==> src/hlie_pkg.sv <==
// constants for the data link interrupt enable block
package hlie_pkg;
	localparam int ADDR_W = 12;
	localparam int DATA_W = 32;
	localparam int NUM_EV = 7;
	localparam logic [11:0] ENABLE_OFFSET = 12'h000;
	localparam logic [11:0] STATUS_OFFSET = 12'h004;
	localparam int TX_BEGIN_BIT = 6;
	localparam int RX_BEGIN_BIT = 5;
	localparam int TX_DONE_BIT = 4;
	localparam int RX_DONE_BIT = 3;
	localparam int FCS_FAIL_BIT = 2;
	localparam int RX_ABORT_BIT = 1;
	localparam int RX_FLAG_BIT = 0;
	localparam logic [6:0] ENABLE_RESET = 7'h00;
	localparam logic [6:0] STATUS_RESET = 7'h00;
	typedef enum logic [1:0] {HLIE_SEL_NONE, HLIE_SEL_ENABLE, HLIE_SEL_STATUS} hlie_sel_type;
endpackage

==> src/hlie_top.sv <==
// data link interrupt enable and status, apb slave, channel interrupt output
`timescale 1ns/10ps
`default_nettype none
module hlie_top (
	input wire logic CLK, // system clock, 125 MHz
	input wire logic RESETN, // async reset, active low
	input wire logic PSEL, // apb select
	input wire logic PENABLE, // apb access phase
	input wire logic PWRITE, // apb direction, 1 write
	input wire logic [11:0] PADDR, // apb byte address
	input wire logic [31:0] PWDATA, // apb write data
	output logic [31:0] PRDATA, // apb read data
	output logic PREADY, // apb ready
	output logic PSLVERR, // apb error on unmapped address
	input wire logic TX_MSG_BEGIN, // pulse: transmit controller started a message
	input wire logic RX_MSG_BEGIN, // pulse: receive controller started a message
	input wire logic TX_MSG_DONE, // pulse: transmit controller finished a message
	input wire logic RX_MSG_DONE, // pulse: receive controller took a whole message
	input wire logic RX_BUF_FULL, // pulse: receive message buffer became full
	input wire logic FRAME_CHECK_FAIL, // pulse: frame check mismatch seen
	input wire logic RX_ABORT_SEQ, // pulse: seven consecutive ones seen
	input wire logic RX_FLAG_OCTET, // pulse: flag octet seen
	output logic CHAN_IRQ // channel interrupt request, active high
);
	logic [6:0] data_link_irq_enable_1_reg;
	logic [6:0] flags;
	logic [6:0] ev;
	logic [31:0] prdata_reg;
	logic pready_reg;
	logic pslverr_reg;
	logic irq_reg;
	logic access;
	logic done;
	logic status_clr;
	hlie_pkg::hlie_sel_type sel;

	function automatic hlie_pkg::hlie_sel_type decode(input logic [11:0] addr);
		if (addr == hlie_pkg::ENABLE_OFFSET) begin
			return hlie_pkg::HLIE_SEL_ENABLE;
		end else if (addr == hlie_pkg::STATUS_OFFSET) begin
			return hlie_pkg::HLIE_SEL_STATUS;
		end
		return hlie_pkg::HLIE_SEL_NONE;
	endfunction

	assign sel = decode(PADDR);
	assign access = PSEL & PENABLE;
	// one wait state: the access completes on its second cycle
	assign done = access & pready_reg;
	assign status_clr = done & ~PWRITE & (sel == hlie_pkg::HLIE_SEL_STATUS);

	// buffer full also counts as rx done
	always_comb begin
		ev = 7'h00;
		ev[hlie_pkg::TX_BEGIN_BIT] = TX_MSG_BEGIN;
		ev[hlie_pkg::RX_BEGIN_BIT] = RX_MSG_BEGIN;
		ev[hlie_pkg::TX_DONE_BIT] = TX_MSG_DONE;
		ev[hlie_pkg::RX_DONE_BIT] = RX_MSG_DONE | RX_BUF_FULL;
		ev[hlie_pkg::FCS_FAIL_BIT] = FRAME_CHECK_FAIL;
		ev[hlie_pkg::RX_ABORT_BIT] = RX_ABORT_SEQ;
		ev[hlie_pkg::RX_FLAG_BIT] = RX_FLAG_OCTET;
	end

	// latch events, clear on status read
	hlie_event_latch u_latch (
		.clk(CLK),
		.resetn(RESETN),
		.set_ev(ev),
		.clr(status_clr),
		.flags(flags)
	);

	always_ff @(posedge CLK or negedge RESETN) begin
		if (!RESETN) begin
			pready_reg <= 1'b0;
		end else begin
			pready_reg <= access & ~pready_reg;
		end
	end

	always_ff @(posedge CLK or negedge RESETN) begin
		if (!RESETN) begin
			data_link_irq_enable_1_reg <= hlie_pkg::ENABLE_RESET;
		end else if (done & PWRITE & (sel == hlie_pkg::HLIE_SEL_ENABLE)) begin
			data_link_irq_enable_1_reg <= PWDATA[6:0];
		end
	end

	always_ff @(posedge CLK or negedge RESETN) begin
		if (!RESETN) begin
			prdata_reg <= 32'h0000_0000;
			pslverr_reg <= 1'b0;
		end else if (access & ~pready_reg) begin
			pslverr_reg <= (sel == hlie_pkg::HLIE_SEL_NONE);
			unique case (sel)
				hlie_pkg::HLIE_SEL_ENABLE: prdata_reg <= {25'h0000000, data_link_irq_enable_1_reg};
				hlie_pkg::HLIE_SEL_STATUS: prdata_reg <= {25'h0000000, flags};
				hlie_pkg::HLIE_SEL_NONE: prdata_reg <= 32'h0000_0000;
			endcase
		end else begin
			prdata_reg <= 32'h0000_0000;
			pslverr_reg <= 1'b0;
		end
	end

	always_ff @(posedge CLK or negedge RESETN) begin
		if (!RESETN) begin
			irq_reg <= 1'b0;
		end else begin
			irq_reg <= |(flags & data_link_irq_enable_1_reg);
		end
	end

	assign PRDATA = prdata_reg;
	assign PREADY = pready_reg;
	assign PSLVERR = pslverr_reg;
	assign CHAN_IRQ = irq_reg;

	access_wait_a: assert property (@(posedge CLK) disable iff (!RESETN)
		access & ~PREADY |=> PREADY)
		else $error("ready did not follow the first access cycle");

	ready_once_a: assert property (@(posedge CLK) disable iff (!RESETN)
		PREADY |=> !PREADY)
		else $error("ready stood longer than one cycle");

	slverr_ready_a: assert property (@(posedge CLK) disable iff (!RESETN)
		PSLVERR |-> PREADY)
		else $error("error response without ready");

	unmapped_err_a: assert property (@(posedge CLK) disable iff (!RESETN)
		access & ~PREADY & (decode(PADDR) == hlie_pkg::HLIE_SEL_NONE) |=> PSLVERR)
		else $error("unmapped access without error response");

	mapped_ok_a: assert property (@(posedge CLK) disable iff (!RESETN)
		access & ~PREADY & (sel != hlie_pkg::HLIE_SEL_NONE) |=> !PSLVERR)
		else $error("mapped access answered with error");

	rdata_idle_a: assert property (@(posedge CLK) disable iff (!RESETN)
		!PREADY |-> PRDATA == 32'h0000_0000)
		else $error("read data not zero outside ready");

	tx_begin_irq_a: assert property (@(posedge CLK) disable iff (!RESETN)
		TX_MSG_BEGIN & data_link_irq_enable_1_reg[hlie_pkg::TX_BEGIN_BIT] |=> ##1 CHAN_IRQ)
		else $error("tx begin did not raise the interrupt");

	tx_begin_flag_a: assert property (@(posedge CLK) disable iff (!RESETN)
		TX_MSG_BEGIN |=> flags[hlie_pkg::TX_BEGIN_BIT])
		else $error("tx begin did not set its flag");

	rx_begin_irq_a: assert property (@(posedge CLK) disable iff (!RESETN)
		RX_MSG_BEGIN & data_link_irq_enable_1_reg[hlie_pkg::RX_BEGIN_BIT] |=> ##1 CHAN_IRQ)
		else $error("rx begin did not raise the interrupt");

	tx_done_irq_a: assert property (@(posedge CLK) disable iff (!RESETN)
		TX_MSG_DONE & data_link_irq_enable_1_reg[hlie_pkg::TX_DONE_BIT] |=> ##1 CHAN_IRQ)
		else $error("tx done did not raise the interrupt");

	rx_done_irq_a: assert property (@(posedge CLK) disable iff (!RESETN)
		RX_MSG_DONE & data_link_irq_enable_1_reg[hlie_pkg::RX_DONE_BIT] |=> ##1 CHAN_IRQ)
		else $error("rx done did not raise the interrupt");

	rx_done_flag_a: assert property (@(posedge CLK) disable iff (!RESETN)
		RX_MSG_DONE |=> flags[hlie_pkg::RX_DONE_BIT])
		else $error("rx done did not set its flag");

	fcs_fail_irq_a: assert property (@(posedge CLK) disable iff (!RESETN)
		FRAME_CHECK_FAIL & data_link_irq_enable_1_reg[hlie_pkg::FCS_FAIL_BIT] |=> ##1 CHAN_IRQ)
		else $error("frame check fail did not raise the interrupt");

	abort_seq_irq_a: assert property (@(posedge CLK) disable iff (!RESETN)
		RX_ABORT_SEQ & data_link_irq_enable_1_reg[hlie_pkg::RX_ABORT_BIT] |=> ##1 CHAN_IRQ)
		else $error("abort sequence did not raise the interrupt");

	flag_octet_irq_a: assert property (@(posedge CLK) disable iff (!RESETN)
		RX_FLAG_OCTET & data_link_irq_enable_1_reg[hlie_pkg::RX_FLAG_BIT] |=> ##1 CHAN_IRQ)
		else $error("flag octet did not raise the interrupt");

	enable_write_a: assert property (@(posedge CLK) disable iff (!RESETN)
		done & PWRITE & (PADDR == hlie_pkg::ENABLE_OFFSET) |=> data_link_irq_enable_1_reg == $past(PWDATA[6:0]))
		else $error("enable write not stored");

	enable_keep_a: assert property (@(posedge CLK) disable iff (!RESETN)
		done & PWRITE & (sel != hlie_pkg::HLIE_SEL_ENABLE) |=> data_link_irq_enable_1_reg == $past(data_link_irq_enable_1_reg))
		else $error("enable changed by a write elsewhere");

	enable_read_a: assert property (@(posedge CLK) disable iff (!RESETN)
		access & ~PREADY & (sel == hlie_pkg::HLIE_SEL_ENABLE) |=> PRDATA[6:0] == $past(data_link_irq_enable_1_reg))
		else $error("enable read returned wrong value");

	status_read_a: assert property (@(posedge CLK) disable iff (!RESETN)
		access & ~PREADY & (sel == hlie_pkg::HLIE_SEL_STATUS) |=> PRDATA[6:0] == $past(flags))
		else $error("status read returned wrong value");

	status_clear_a: assert property (@(posedge CLK) disable iff (!RESETN)
		status_clr & (ev == 7'h00) |=> flags == 7'h00)
		else $error("status read did not clear flags");

	set_wins_a: assert property (@(posedge CLK) disable iff (!RESETN)
		status_clr |=> flags == $past(ev))
		else $error("event lost against status clear");

	event_set_a: assert property (@(posedge CLK) disable iff (!RESETN)
		ev != 7'h00 |=> (flags & $past(ev)) == $past(ev))
		else $error("event did not set its flag");

	flag_hold_a: assert property (@(posedge CLK) disable iff (!RESETN)
		!status_clr |=> (flags & $past(flags)) == $past(flags))
		else $error("flag dropped without status read");

	buf_full_flag_a: assert property (@(posedge CLK) disable iff (!RESETN)
		RX_BUF_FULL |=> flags[hlie_pkg::RX_DONE_BIT])
		else $error("buffer full did not set rx done flag");

	irq_quiet_a: assert property (@(posedge CLK) disable iff (!RESETN)
		(flags & data_link_irq_enable_1_reg) == 7'h00 |=> !CHAN_IRQ)
		else $error("interrupt without enabled flag");

	irq_raise_a: assert property (@(posedge CLK) disable iff (!RESETN)
		(flags & data_link_irq_enable_1_reg) != 7'h00 |=> CHAN_IRQ)
		else $error("enabled flag without interrupt");

	reserved_zero_a: assert property (@(posedge CLK) disable iff (!RESETN)
		PREADY |-> PRDATA[31:7] == 25'h0000000)
		else $error("reserved read bits not zero");
endmodule
`default_nettype wire

==> src/hlie_event_latch.sv <==
// sticky event flags with clear on read, set taking priority
`timescale 1ns/10ps
`default_nettype none
module hlie_event_latch (
	input wire logic clk, // system clock
	input wire logic resetn, // async reset, active low
	input wire logic [6:0] set_ev, // event pulses
	input wire logic clr, // status read completed
	output logic [6:0] flags // latched flags
);
	logic [6:0] flags_reg;
	logic [6:0] flags_next;
	genvar i;
	generate
		for (i = 0; i < hlie_pkg::NUM_EV; i++) begin : g_flag
			assign flags_next[i] = set_ev[i] | (flags_reg[i] & ~clr);
			always_ff @(posedge clk or negedge resetn) begin
				if (!resetn) begin
					flags_reg[i] <= hlie_pkg::STATUS_RESET[i];
				end else begin
					flags_reg[i] <= flags_next[i];
				end
			end
		end
	endgenerate
	assign flags = flags_reg;
endmodule
`default_nettype wire

==> config.mk <==
export PLATFORM = sky130hd
export DESIGN_NAME = hlie_top
export DESIGN_NICKNAME = d
export VERILOG_FILES = /design/src/hlie_pkg.sv /design/src/hlie_top.sv /design/src/hlie_event_latch.sv
export SDC_FILE = /design/constraint.sdc
export NUM_CORES = 1
export LEC_CHECK = 0
export BUFFER_PORTS_ARGS = -buffer_cell sky130_fd_sc_hd__buf_2
export CORE_UTILIZATION = 39
export CTS_CLUSTER_DIAMETER = 100
export DETAILED_ROUTE_END_ITERATION = 10
export PLACE_DENSITY = 0.77
export SKIP_LAST_GASP = 1
export SLEW_MARGIN = 15
export SYNTH_ARGS = -nofsm -noshare
export SYNTH_HDL_FRONTEND = slang
export SYNTH_SLANG_ARGS = --single-unit
==> constraint.sdc <==
create_clock -name CLK -period 1.7 [get_ports CLK]
set_input_delay 0.34 -clock CLK [delete_from_list [all_inputs] [get_ports CLK]]
set_output_delay 0.34 -clock CLK [all_outputs]
set_load 0.005 [all_outputs]
==> impl_metrics.csv <==
group,metric,value,unit
critical_path,reg2regPathDepth,5,
synth,synth_area_leaders,"dfrtp_1, buf_4, mux2_4",
clock_network,clock-sinks,24,
clock_network,ctsHoldBuffers,1,
power,cellPowerDensity,624.7,nW/um2
floorplanning,core,2853,um2
critical_path,worstPathRequired,1.90,ns
layout,antenna_cells,0,
layout,final_cell_area,1451,um2
hold_path,min_to,"u_latch.flags[0]",
synth,ys.warnings.count,0,
timing,setup_tns,0,ns
power,vdd_drop_max,219.6,uV
hold_path,hold_path.class,"in2reg",
critical_path,critPathCaptureType,"flop",
critical_path,cp-start-kind,"input pin",
timing,rsz0062_at_grt,"no",
critical_path,reg2reg_slack,0.17,ns
route,ant_nets,0,
route,wl,2543,um
layout,drive_gt1_share,44.22,%
clock_network,clockRootBuffer,"clkbuf_4",
layout,multi_input_area,501.7,um2
route,wire_per_inst,14.29,um
synth,yosysSeqAreaShare,49.28,%
timing,period_needed,1.659,ns
critical_path,cp_cell_sequence,"buf_2 > or4_4 > nor3_4 > and4_1 > buf_12 > mux2_4",
route,vias_per_cell,5.118,
timing,relSlewSlack,65.32,%
critical_path,worstReg2RegStart,"PREADY",
route,num_vias,911,
clock_network,cts_tree,"done",
floorplanning,ioPinCount,92,
run_status,violations,"DRC",
synth,synth_most_common_cell,"buf_4",
synth,synth.distinct_cells,21,
timing,drv_slew,0,
global_route,grt_usage,15.99,%
timing,timing.fmax,602.9,MHz
synth,synth_top_area_share,49.28,%
placement,placed_area,1419,um2
power,p_leak,0.0007536,uW
clock_network,post-cts-setup-buffers,0,
critical_path,crit_type,"in2reg",
timing,hold_violations,0,
critical_path,crit_family,"simple AND/OR/NAND/NOR gates",
floorplanning,die_width,57.90,um
hold_path,hp-start,"RX_FLAG_OCTET",
route,drc,4,
timing,setup_viol_count_final,0,
run_status,status,"finished, violations left",
layout,regArea,600.6,um2
hold_path,worstHoldPathCells,2,
clock_network,postCtsResizedCells,0,
synth,synth_area_leader_cell,"dfrtp_1",
floorplanning,dieHeight,57.90,um
timing,tightest_slew,0.5202,ns
layout,area_delta_synth_final,19.10,%
route,first_iter_violations,35,
placement,gp_congestion,0.7705,
synth,async_flop_share,100.0,%
clock_network,cts_buffers,3,
layout,fin_nets,206,
synth,synth_seq_cells,24,
critical_path,rr_endpoint,"data_link_irq_enable_1_reg[1]",
synth,yosys-top-cells-count,"buf_4, dfrtp_1, a22oi_1",
route,drt_first_pass_iters,9,
clock_network,clk_latency,0.31,ns
clock_network,cts_max_level,1,
synth,synth_area,1219,um2
floorplanning,dieArea,3352,um2
synth,synthFlopType,"dfrtp_1",
global_route,grt_pass1_wl,3960,um
synth,synth_edf_count,0,
synth,syn_inst,97,
clock_network,clkTransAtPathRegs,0.12,ns
timing,finalCritPeriodShare,97.57,%
global_route,grt_antenna_before_repair,0,
critical_path,crit_slowest_cell,"or4_4",
timing,fin_skew,0.007032,ns
critical_path,cpPeakStageDelay,0.54,ns
critical_path,arrival,1.86,ns
layout,num-fill-cells,259,
critical_path,crit_buf_inv,2,
flow_run,max_cap_violations,0,
critical_path,cp_max_fo,7,
floorplanning,initial_core_util,42.72,%
synth,avgSynthCellArea,12.56,um2
global_route,grt_start_max_net_pins,25,
floorplanning,row_count,19,
placement,dp_hpwl,2003,um
clock_network,cts.path.max_buffers,2,
placement,io_buffers,41,
global_route,gr-total-overflow,0,
global_route,grt_pass1_vias,864,
metrics by stage:
stage | setup slack, ns | power [uW] | utilization, % | hold WS (ns) | instances
5_1_grt | 0.01205 | 946.6 | 50.88 | 0.1936 | 178
2_1_floorplan | -0.1255 | 655.3 | - | 0.04441 | 121
6_report | 0.04137 | 906.7 | 50.88 | 0.1919 | 178
4_1_cts | 0.06053 | 910.7 | 50.88 | 0.1916 | 178
3_3_place_gp | -0.2392 | 667.5 | 49.74 | 0.3234 | 174
3_5_place_dp | -0.2773 | 673.2 | 49.74 | 0.3388 | 174
layer usage:
| layer | up-vias | GRT usage [%] | wire length, um |
|---|---|---|---|
| li1 | 401 | - | - |
| met1 | 446 | 16.88 | 912 |
| met2 | 56 | 28.41 | 1380 |
| met3 | 8 | 3.348 | 172 |
| met4 | 0 | 10.88 | 77 |
| met5 | - | 0 | 0 |
worst register-to-register path, delay by kind of cell (launching register included):
| family | cells | cell delay [ns] |
|---|---|---|
| and+or+nand+nor | 3 | 0.60 |
| buffers and inverters | 1 | 0.15 |
| DFF | 1 | 0.38 |
| muxes | 1 | 0.30 |
cell families after synthesis:
| logic type | after synthesis | share of synthesized area (%) |
|---|---|---|
| compound gates | 17 | 10.78 |
| flops | 24 | 49.28 |
| other cells | 1 | 0.3077 |
| mux | 7 | 8.624 |
| buf+inv | 28 | 16.94 |
| simple gates | 20 | 14.07 |
where the power goes:
part,total (uW),switching [uW],internal (uW)
combinational,89.9,52.5,37.4
clock,242,159,82.9
sequential,574,1.14,573
cells in the final DEF (no fill, tap or decap):
master and count:
nor4_1 1, nor3_4 1, nor3_1 1, a211o_1 1
and4_1 1, dlygate4sd3_1 1, buf_2 41, dfrtp_1 24
nand3b_1 1, inv_1 2, a21o_1 6, buf_4 6
nand3_1 2, conb_1 25, clkbuf_4 3, or4_4 2
a222oi_1 1, nor2_1 7, mux2_4 7, or3_4 1
nand4b_2 1, a22oi_1 9, buf_12 1, nor4_4 2
area by class of cell:
type	instances	area share [%]
Multi-Input combinational cell	69	34.57
Inverter	2	0.5172
Sequential cell	24	41.38
Clock buffer	3	1.552
Timing Repair Buffer	49	19.31
Tap cell	31	2.672
worst max-delay path by stage:
stage                   from                             to  slack, ns  cells after the start
global placement    PADDR[0]  data_link_irq_enable_1_reg[1]      -0.24                      6
finish              PADDR[0]  data_link_irq_enable_1_reg[1]       0.04                      6
global route        PADDR[0]  data_link_irq_enable_1_reg[0]       0.01                      6
detailed placement  PADDR[0]  data_link_irq_enable_1_reg[3]      -0.28                      6
CTS                 PADDR[0]  data_link_irq_enable_1_reg[0]       0.06                      6
floorplan           PADDR[0]  data_link_irq_enable_1_reg[0]      -0.13                      5
Power figures use the tool's default switching activity.
